`src/common/twr_pkg.sv`:
```
// Package for the terminal watchdog, wake and reset-pulse unit.
// Assumes a 250 MHz system clock; all counts derive from it.
package twr_pkg;

  // System clock rate
  localparam int unsigned CLK_MHZ = 250;

  // Register indices (word index; byte address is four times the index)
  localparam logic [3:0] ADDR_CTRL = 4'h0;
  localparam logic [3:0] ADDR_KEY = 4'h1;
  localparam logic [3:0] ADDR_STATUS = 4'h2;
  localparam logic [3:0] ADDR_CIRX = 4'h3;

  // Control register fields
  localparam int unsigned CTRL_ENABLE_BIT = 0;
  localparam int unsigned CTRL_RSS_BIT = 1;
  // Key register fields
  localparam int unsigned KEY_A_BIT = 1;
  localparam int unsigned KEY_B_BIT = 0;
  // Status register fields (wake, watchdog and code bits write one to clear)
  localparam int unsigned ST_WAKE_BIT = 0;
  localparam int unsigned ST_WDOG_BIT = 1;
  localparam int unsigned ST_CODE_BIT = 2;
  localparam int unsigned ST_PULSE_BIT = 3;
  localparam int unsigned ST_ENABLE_BIT = 4;

  // Reset values
  localparam logic RST_ENABLE = 1'b0;
  localparam logic RST_RSS = 1'b0;
  localparam logic [3:0] RST_CODE = 4'hf;

  // Times in their own units
  localparam int unsigned WDOG_PERIOD_MS = 128;
  localparam int unsigned PULSE_WDOG_US = 125;
  localparam int unsigned PULSE_WAKE_MS = 16;

  // Cycle counts (longest time rounds down, least time rounds up; exact here)
  localparam int unsigned WDOG_CYCLES = WDOG_PERIOD_MS * 1000 * CLK_MHZ;
  localparam int unsigned PULSE_WDOG_CYCLES = PULSE_WDOG_US * CLK_MHZ;
  localparam int unsigned PULSE_WAKE_CYCLES = PULSE_WAKE_MS * 1000 * CLK_MHZ;

  // Service sequence progress
  typedef enum logic [0:0] {
    KEY_IDLE = 1'b0,
    KEY_HALF = 1'b1
  } twr_key_t;

endpackage

```
`src/rtl/twr_sync.sv`:
```
// Two-flop synchroniser for asynchronous single-bit inputs.
// Assumes the input is a slow level from a pin.
`timescale 1ns/1ps
`default_nettype none
module twr_sync #(
  parameter logic INIT = 1'b1
) (
  input wire logic clock, // System clock
  input wire logic sys_rst, // Async reset, high
  input wire logic asyncIn, // Raw pin level
  output logic syncOut // Synchronised level
);
  logic stage1_ff;

  // First stage read only by second stage
  always_ff @(posedge clock or posedge sys_rst) begin
    if (sys_rst) begin
      stage1_ff <= INIT;
      syncOut <= INIT;
    end else begin
      stage1_ff <= asyncIn;
      syncOut <= stage1_ff;
    end
  end
endmodule
`default_nettype wire

```
`src/rtl/twr_pulse_gen.sv`:
```
// Reset pulse generator: holds the reset pin for a chosen length.
// Assumes trigger pulses are one cycle wide and from the system clock.
`timescale 1ns/1ps
`default_nettype none
module twr_pulse_gen #(
  parameter int unsigned SHORT_CYCLES = twr_pkg::PULSE_WDOG_CYCLES,
  parameter int unsigned LONG_CYCLES = twr_pkg::PULSE_WAKE_CYCLES
) (
  input wire logic clock, // System clock
  input wire logic sys_rst, // Async reset, high
  input wire logic trigShort, // Start short pulse
  input wire logic trigLong, // Start long pulse
  output logic pulseOut // Reset pin drive, high active
);
  localparam int CW = $clog2(LONG_CYCLES + 1);
  logic [CW-1:0] remain_ff;

  // Load length on trigger, count down otherwise; a pulse in progress completes
  always_ff @(posedge clock or posedge sys_rst) begin
    if (sys_rst) begin
      remain_ff <= '0;
    end else if (trigLong) begin
      remain_ff <= CW'(LONG_CYCLES);
    end else if (trigShort && remain_ff < CW'(SHORT_CYCLES)) begin
      remain_ff <= CW'(SHORT_CYCLES);
    end else if (remain_ff != '0) begin
      remain_ff <= remain_ff - CW'(1);
    end
  end

  // Pin level from the triggers and the counter register
  always_ff @(posedge clock or posedge sys_rst) begin
    if (sys_rst) begin
      pulseOut <= 1'b0;
    end else begin
      pulseOut <= (trigLong || trigShort || remain_ff > CW'(1));
    end
  end
endmodule
`default_nettype wire

```
`src/rtl/twr_terminal_unit.sv`:
```
// Terminal support unit: watchdog, subscriber wake input, reset pulses.
// Assumes a host on a plain strobe port and the serial frame interface on pins.
//
// Summary of operation
// Unit is active only after software writes enable bit as one; code-change status and codeChangeIrq still set while disabled.
// When enabled, shared pin acts as wake input, not slot link data.
// Enable also unmasks wake and watchdog-overflow interrupt sources.
// Falling edge on wake input sets subscriber wake status.
// Host writes key 1,0 then 0,1 within 128 ms to service.
// Missing service within the period sets watchdog overflow status.
// Enable bit ignores clears; only hardware reset disables it.
// Select zero: wake edge or valid code change makes reset pulse.
// Select one: only watchdog expiry makes reset pulse.
// Wake falling edge pulls upstream serial data low to leave power-down.
// Wake or code-change reset also sets matching interrupt status.
// Watchdog counter halts in power-down without serial clock.
// Select bit does nothing unless unit is enabled.
// Host should set select to one while powered up.
// Any change of select clears and restarts the watchdog.
// Watchdog reset pulse lasts 125 us.
// Wake or code-change reset pulse lasts 16 ms.
// New code counts only when seen in two consecutive frames.
// Compared code is a four-bit field received once per frame.
// Out-of-sequence key write discards partial service progress.
// Hardware reset clears enable, watchdog and any reset pulse in progress.
`timescale 1ns/1ps
`default_nettype none
module twr_terminal_unit #(
  parameter int unsigned WDOG_CYCLES = twr_pkg::WDOG_CYCLES,
  parameter int unsigned PULSE_SHORT = twr_pkg::PULSE_WDOG_CYCLES,
  parameter int unsigned PULSE_LONG = twr_pkg::PULSE_WAKE_CYCLES
) (
  input wire logic clock, // System clock 250 MHz
  input wire logic sys_rst, // Async reset, high
  input wire logic [3:0] regAddr, // Register word index
  input wire logic [7:0] regWrData, // Write data
  input wire logic regWrStb, // Write strobe
  input wire logic regRdStb, // Read strobe
  output logic [7:0] regRdData, // Read data, cycle after strobe
  input wire logic sharedWakePin, // Shared wake pin, raw
  output logic slotLinkDataIn, // Pin level to slot link when not enabled
  input wire logic frameStb, // Frame strobe, same clock
  input wire logic [3:0] ciRxCode, // Received code, valid with frameStb
  input wire logic serialClockPresent, // High when serial clock runs
  output logic upstreamSerialDataLow, // Forces upstream data to zero
  output logic subscriberWakeIrq, // Wake status gated by enable
  output logic watchdogOverflowIrq, // Watchdog status gated by enable
  output logic codeChangeIrq, // Code-change status
  output logic resetPin // Reset output, high active
);
  localparam int WW = $clog2(WDOG_CYCLES + 1);

  typedef twr_pkg::twr_key_t twr_key_t;

  logic enable_ff;
  logic rss_ff;
  twr_key_t keyState_ff;
  logic [WW-1:0] wdog_ff;
  logic wakeSt_ff, wdogSt_ff, codeSt_ff;
  logic wakePrev_ff;
  logic [3:0] codeStable_ff, codeCand_ff;
  logic upLow_ff;
  logic wakeSync;
  logic wakeFall, codeChange, wdogExpire, serviceDone, rssWrite, rssChange;
  logic ctrlWr, keyWr, stWr;
  logic keyA, keyB;
  logic trigShort, trigLong, pulseNow;

  // Address decode helper
  function automatic logic hit(input logic [3:0] a, input logic [3:0] idx);
    hit = (a == idx);
  endfunction

  assign ctrlWr = regWrStb && hit(regAddr, twr_pkg::ADDR_CTRL);
  assign keyWr = regWrStb && hit(regAddr, twr_pkg::ADDR_KEY);
  assign stWr = regWrStb && hit(regAddr, twr_pkg::ADDR_STATUS);
  assign keyA = regWrData[twr_pkg::KEY_A_BIT];
  assign keyB = regWrData[twr_pkg::KEY_B_BIT];

  // Pin synchroniser
  twr_sync #(.INIT(1'b1)) u_wakeSync (
    .clock(clock),
    .sys_rst(sys_rst),
    .asyncIn(sharedWakePin),
    .syncOut(wakeSync)
  );

  // pin role
  assign slotLinkDataIn = enable_ff ? 1'b1 : wakeSync;

  // Edge detect on synchronised wake level
  always_ff @(posedge clock or posedge sys_rst) begin
    if (sys_rst) begin
      wakePrev_ff <= 1'b1;
    end else begin
      wakePrev_ff <= wakeSync;
    end
  end
  // falling edge
  assign wakeFall = enable_ff && wakePrev_ff && !wakeSync;

  // sticky enable
  always_ff @(posedge clock or posedge sys_rst) begin
    if (sys_rst) begin
      enable_ff <= twr_pkg::RST_ENABLE;
    end else if (ctrlWr && regWrData[twr_pkg::CTRL_ENABLE_BIT]) begin
      enable_ff <= 1'b1;
    end
  end

  // Reset source select
  always_ff @(posedge clock or posedge sys_rst) begin
    if (sys_rst) begin
      rss_ff <= twr_pkg::RST_RSS;
    end else if (ctrlWr) begin
      rss_ff <= regWrData[twr_pkg::CTRL_RSS_BIT];
    end
  end
  assign rssWrite = ctrlWr && (regWrData[twr_pkg::CTRL_RSS_BIT] != rss_ff);
  // select change
  assign rssChange = rssWrite;

  // double look on four-bit frame code
  always_ff @(posedge clock or posedge sys_rst) begin
    if (sys_rst) begin
      codeStable_ff <= twr_pkg::RST_CODE;
      codeCand_ff <= twr_pkg::RST_CODE;
    end else if (frameStb) begin
      codeCand_ff <= ciRxCode;
      if (ciRxCode == codeCand_ff) begin
        codeStable_ff <= ciRxCode;
      end
    end
  end
  assign codeChange = frameStb && (ciRxCode == codeCand_ff) && (ciRxCode != codeStable_ff);

  // service sequence
  always_ff @(posedge clock or posedge sys_rst) begin
    if (sys_rst) begin
      keyState_ff <= twr_pkg::KEY_IDLE;
    end else if (keyWr) begin
      if (keyA && !keyB) begin
        keyState_ff <= twr_pkg::KEY_HALF;
      end else begin
        keyState_ff <= twr_pkg::KEY_IDLE;
      end
    end
  end
  assign serviceDone = keyWr && (keyState_ff == twr_pkg::KEY_HALF) && !keyA && keyB;

  // watchdog counter, halted in power-down
  always_ff @(posedge clock or posedge sys_rst) begin
    if (sys_rst) begin
      wdog_ff <= '0;
    end else if (!enable_ff || serviceDone || rssChange || wdogExpire) begin
      wdog_ff <= '0;
    end else if (serialClockPresent) begin
      wdog_ff <= wdog_ff + WW'(1);
    end
  end
  // expiry
  assign wdogExpire = enable_ff && serialClockPresent && (wdog_ff == WW'(WDOG_CYCLES - 1));

  // sticky status, set wins over clear
  always_ff @(posedge clock or posedge sys_rst) begin
    if (sys_rst) begin
      wakeSt_ff <= 1'b0;
      wdogSt_ff <= 1'b0;
      codeSt_ff <= 1'b0;
    end else begin
      wakeSt_ff <= wakeFall || (wakeSt_ff && !(stWr && regWrData[twr_pkg::ST_WAKE_BIT]));
      wdogSt_ff <= wdogExpire || (wdogSt_ff && !(stWr && regWrData[twr_pkg::ST_WDOG_BIT]));
      codeSt_ff <= codeChange || (codeSt_ff && !(stWr && regWrData[twr_pkg::ST_CODE_BIT]));
    end
  end

  // sources unmasked by enable
  assign subscriberWakeIrq = enable_ff && wakeSt_ff;
  assign watchdogOverflowIrq = enable_ff && wdogSt_ff;
  assign codeChangeIrq = codeSt_ff;

  // trigger selection
  assign trigLong = enable_ff && !rss_ff && (wakeFall || codeChange);
  assign trigShort = enable_ff && rss_ff && wdogExpire;

  // pulse timing
  twr_pulse_gen #(
    .SHORT_CYCLES(PULSE_SHORT),
    .LONG_CYCLES(PULSE_LONG)
  ) u_pulse (
    .clock(clock),
    .sys_rst(sys_rst),
    .trigShort(trigShort),
    .trigLong(trigLong),
    .pulseOut(pulseNow)
  );
  assign resetPin = pulseNow;

  // upstream data forced low until frames resume
  always_ff @(posedge clock or posedge sys_rst) begin
    if (sys_rst) begin
      upLow_ff <= 1'b0;
    end else if (wakeFall) begin
      upLow_ff <= 1'b1;
    end else if (serialClockPresent && frameStb) begin
      upLow_ff <= 1'b0;
    end
  end
  assign upstreamSerialDataLow = upLow_ff;

  // Read data, one cycle after strobe, zero otherwise and for unmapped
  always_ff @(posedge clock or posedge sys_rst) begin
    if (sys_rst) begin
      regRdData <= 8'h00;
    end else if (regRdStb) begin
      unique case (regAddr)
        twr_pkg::ADDR_CTRL: regRdData <= {6'h00, rss_ff, enable_ff};
        twr_pkg::ADDR_KEY: regRdData <= {7'h00, keyState_ff == twr_pkg::KEY_HALF};
        twr_pkg::ADDR_STATUS: regRdData <= {3'h0, enable_ff, pulseNow, codeSt_ff, wdogSt_ff, wakeSt_ff};
        twr_pkg::ADDR_CIRX: regRdData <= {4'h0, codeStable_ff};
        default: regRdData <= 8'h00;
      endcase
    end else begin
      regRdData <= 8'h00;
    end
  end
endmodule
`default_nettype wire

```
`config.mk`:
```
export PLATFORM = sky130hd
export DESIGN_NAME = twr_terminal_unit
export DESIGN_NICKNAME = d
export VERILOG_FILES = /design/src/common/twr_pkg.sv /design/src/rtl/twr_sync.sv /design/src/rtl/twr_pulse_gen.sv /design/src/rtl/twr_terminal_unit.sv
export SDC_FILE = /design/constraint.sdc
export NUM_CORES = 1
export LEC_CHECK = 0
export BUFFER_PORTS_ARGS = -buffer_cell sky130_fd_sc_hd__buf_2
export CORE_MARGIN = 3
export CORE_UTILIZATION = 55
export CTS_BUF_LIST = sky130_fd_sc_hd__clkbuf_8
export DETAILED_ROUTE_END_ITERATION = 16
export HOLD_SLACK_MARGIN = 0.1
export PLACE_DENSITY_LB_ADDON = 0.25
export SETUP_SLACK_MARGIN = 0.5
export SLEW_MARGIN = 20
export SYNTH_ARGS = -nofsm -noshare
export SYNTH_HDL_FRONTEND = slang
export SYNTH_SLANG_ARGS = --single-unit
```
`constraint.sdc`:
```
create_clock -name clock -period 3.1 [get_ports clock]
set_clock_uncertainty 0.15 [all_clocks]
set_input_delay 0.62 -clock clock [delete_from_list [all_inputs] [get_ports clock]]
set_output_delay 0.62 -clock clock [all_outputs]
set_load 0.02 [all_outputs]
```
==> results.tsv <==
stage	metric	value	unit
outcome	status	finished, final reports clean	
timing	hold_viol	0	
yosys	synth_xor_area_share	9.55	%
global_routing	grt_use_total	22.1	%
clocking	cts_tree	done	
final_layout	multi_input_area	0.00185	mm2
floorplan	die-area	0.00787	mm2
timing	fin_setup_tns	0	ns
setup_path	path_max_fanout	8	
placed_design	post_dp_cell_area	0.00396	mm2
floorplan	coreArea	0.00649	mm2
timing	fin_ws	0.659	ns
final_layout	drive_gt1_share	21.8	%
global_routing	antenna_found_initial	0	
clocking	cts_buffers	9	
global_routing	grt_pass1_vias	2824	
route	drc	0	
global_routing	grt_pass1_wl	13300	um
route	drtIter0Drc	136	
yosys	synth_compound_area_share	7.95	%
final_layout	regArea	0.00179	mm2
floorplan	rows	29	
yosys	synth.area.top_cells	dfrtp_1, dfstp_2, xnor2_1	
yosys	post_synth_num_cell_types	60	
yosys	muxShareOfSynthArea	4.62	%
setup_path	cp.required	3.14	ns
setup_path	arrival	2.48	ns
clocking	clock-root-buffer	clkbuf_8	
setup_path	worst-path-buf-inv	0	
worst_hold_path	hold_path.class	input port to asynchronous set/reset pin	
placed_design	portBuffers	28	
yosys	synth-seq-cells	71	
route	dr.pass1.iters	4	
setup_path	crit_family	simple AND/OR/NAND/NOR gates	
timing	tightestPinTransition	0.730	ns
yosys	yosysTopAreaCellShare	39.9	%
flow_run	max-cap-violations	0	
timing	max_freq	410	MHz
yosys	synthAdderAreaFrac	0.998	%
final_layout	syn_to_final_growth	10.8	%
clocking	htreeDepth	3	
route	vias_per_cell	5.89	
timing	rsz0062_at_grt	no	
clocking	clock_latency	0.35	ns
placed_design	dpl.hpwl	5420	um
placed_design	place_ws	0.513	ns
yosys	synth_top_cell_by_area	dfrtp_1	
timing	min_period	2.44	ns
final_layout	fillers	522	
setup_path	end_kind	register	
clocking	path_clk_slew	0.07	ns
power_and_ir_drop	peakVddDrop	0.443	mV
yosys	syn_avg_cell_area	10.2	um2
clocking	clock-sinks	71	
route	ant_nets	0	
yosys	yosysWarnings	0	
route	vias	2831	
final_layout	final_cell_area	0.00417	mm2
setup_path	critPathKind	register to register	
yosys	yosys.area_share.simple	25.6	%
floorplan	die_w	88.7	um
yosys	netlist_instances	368	
setup_path	critPathMaxStageDelay	0.46	ns
yosys	synth-edff-count	0	
yosys	synthFlopType	dfrtp_1	
setup_path	cp_cell_sequence	ha_1 > nand2_2 > or3_1 > nor4_4 > and3_2 > o31ai_1	
power_and_ir_drop	power_leakage	1.73	nW
floorplan	dieHeight	88.7	um
placed_design	place_congestion	0.865	
floorplan	start_util	57.9	%
timing	drv_slew	0	
yosys	synth_most_common_cell	dfrtp_1	
timing	setup_violations	0	
timing	maxSlewHeadroom	51.0	%
route	wl_per_cell	16.0	um
final_layout	num_antenna_cells	0	
setup_path	startpoint_type	register	
final_layout	finish.net_count	425	
setup_path	critPathSlowestCell	or3_1	
clocking	cts_post_setup_buffers_inserted	0	
route	routed_wl	7710	um
floorplan	ios	37	
yosys	netlist_area	0.00376	mm2
yosys	synth_top_family_by_area	simple AND/OR/NAND/NOR gates	
clocking	clockBufferDepth	2	
yosys	ys_top_cells_by_count	dfrtp_1, nor2_1, xnor2_1	
global_routing	grt_max_degree	47	
yosys	async_reset_ff_share	100	%
timing	period_share	78.7	%
power_and_ir_drop	power.density	637	mW/mm2
yosys	ys_seq_area_share	47.6	%
global_routing	overflow	0	
==> layer usage <==
| layer | vias to the layer above | GRT usage, % | routed length [um] |
|---|---|---|---|
| met5 | - | 0 | 0 |
| met4 | 0 | 9.89 | 129 |
| met3 | 10 | 4.47 | 265 |
| met2 | 57 | 36.5 | 3900 |
| met1 | 1386 | 27.8 | 3410 |
| li1 | 1378 | - | - |
==> layout make-up <==
cell class	instances	area share [%]
inverters	8	0.720
flip-flops and latches	71	42.9
well taps	77	2.31
clock buffers	11	3.63
repair buffers	34	4.74
multi-input cells	275	44.3
clock inverters	5	1.35
==> stage by stage <==
step | hold WS, ns | power, mW | util (%) | std cells
2_1_floorplan | 0.195 | 1.74 | - | 370
3_3_place_gp | 0.196 | 1.87 | 61.0 | 465
3_5_place_dp | 0.198 | 1.90 | 61.0 | 465
4_1_cts | 0.183 | 2.68 | 64.2 | 481
5_1_grt | 0.190 | 2.83 | 64.2 | 481
6_report | 0.168 | 2.66 | 64.2 | 481
==> worst paths after layout <==
check | endpoint | cells after the start | slack (ns) | startpoint
setup / recovery | u_pulse.remain_ff[19]$_DFFE_PP0P_ | 6 | 0.66 | wdog_ff[0]$_DFFE_PP0P_
hold / removal | wdog_ff[16]$_DFFE_PP0P_ | 2 | 0.17 | sys_rst
setup reg to reg | u_pulse.remain_ff[19]$_DFFE_PP0P_ | 6 | 0.66 | wdog_ff[0]$_DFFE_PP0P_
hold reg to reg | u_wakeSync.syncOut$_DFF_PP1_ | 0 | 0.21 | u_wakeSync.stage1_ff$_DFF_PP1_
max in group asynchronous | codeCand_ff[3]$_DFFE_PP1P_ | 3 | 1.94 | sys_rst
min in group clock | u_wakeSync.stage1_ff$_DFF_PP1_ | 1 | 0.21 | sharedWakePin
==> placed cells by master (no fill, tap or decap), types with 5 or more instances in the layout <==
master    instances
nand4_1          13
nor3_1           14
a21oi_1           7
o31ai_1           5
nor4_1            9
nand3_1          11
or4_1             6
and3_1            7
xor2_1           14
buf_2            28
dfstp_2          11
buf_4             5
xnor2_1          27
nor2_1           44
mux2i_1           5
clkbuf_8         11
o21ai_0          10
mux2_2            9
nand2_1          26
or3_1             7
inv_1             7
dfrtp_1          60
==> flip-flops by register name, indices dropped and copies added (netlist names) <==
name                   cells
wdog_ff                   25
u_pulse.remain_ff         22
regRdData                  5
codeCand_ff                4
codeStable_ff              4
codeChangeIrq              1
enable_ff                  1
keyState_ff                1
rss_ff                     1
u_pulse.pulseOut           1
u_wakeSync.stage1_ff       1
u_wakeSync.syncOut         1
upstreamSerialDataLow      1
wakePrev_ff                1
wakeSt_ff                  1
wdogSt_ff                  1
==> report_power, final <==
part	switching [mW]	internal [mW]
combinational	0.320	0.278
sequential	0.193	1.10
clock	0.354	0.414
==> kinds of logic (layout without fill, tap and decap cells) <==
family,count (synthesis),in the layout
AO/OA/AOI/OAI,44,44
adder cells (fa/ha/maj),3,3
other,1,3
XOR/XNOR,41,41
AND/OR/NAND/NOR,169,169
buffers and inverters,24,58
flip-flops,71,71
multiplexers,15,15
==> timing repair <==
item	in CTS	in global routing
setup endpoints to repair	0	6
gates resized for setup	0	1
hold endpoints to repair	0	0
hold buffers	0	0
(Power assumes the default switching activity.)
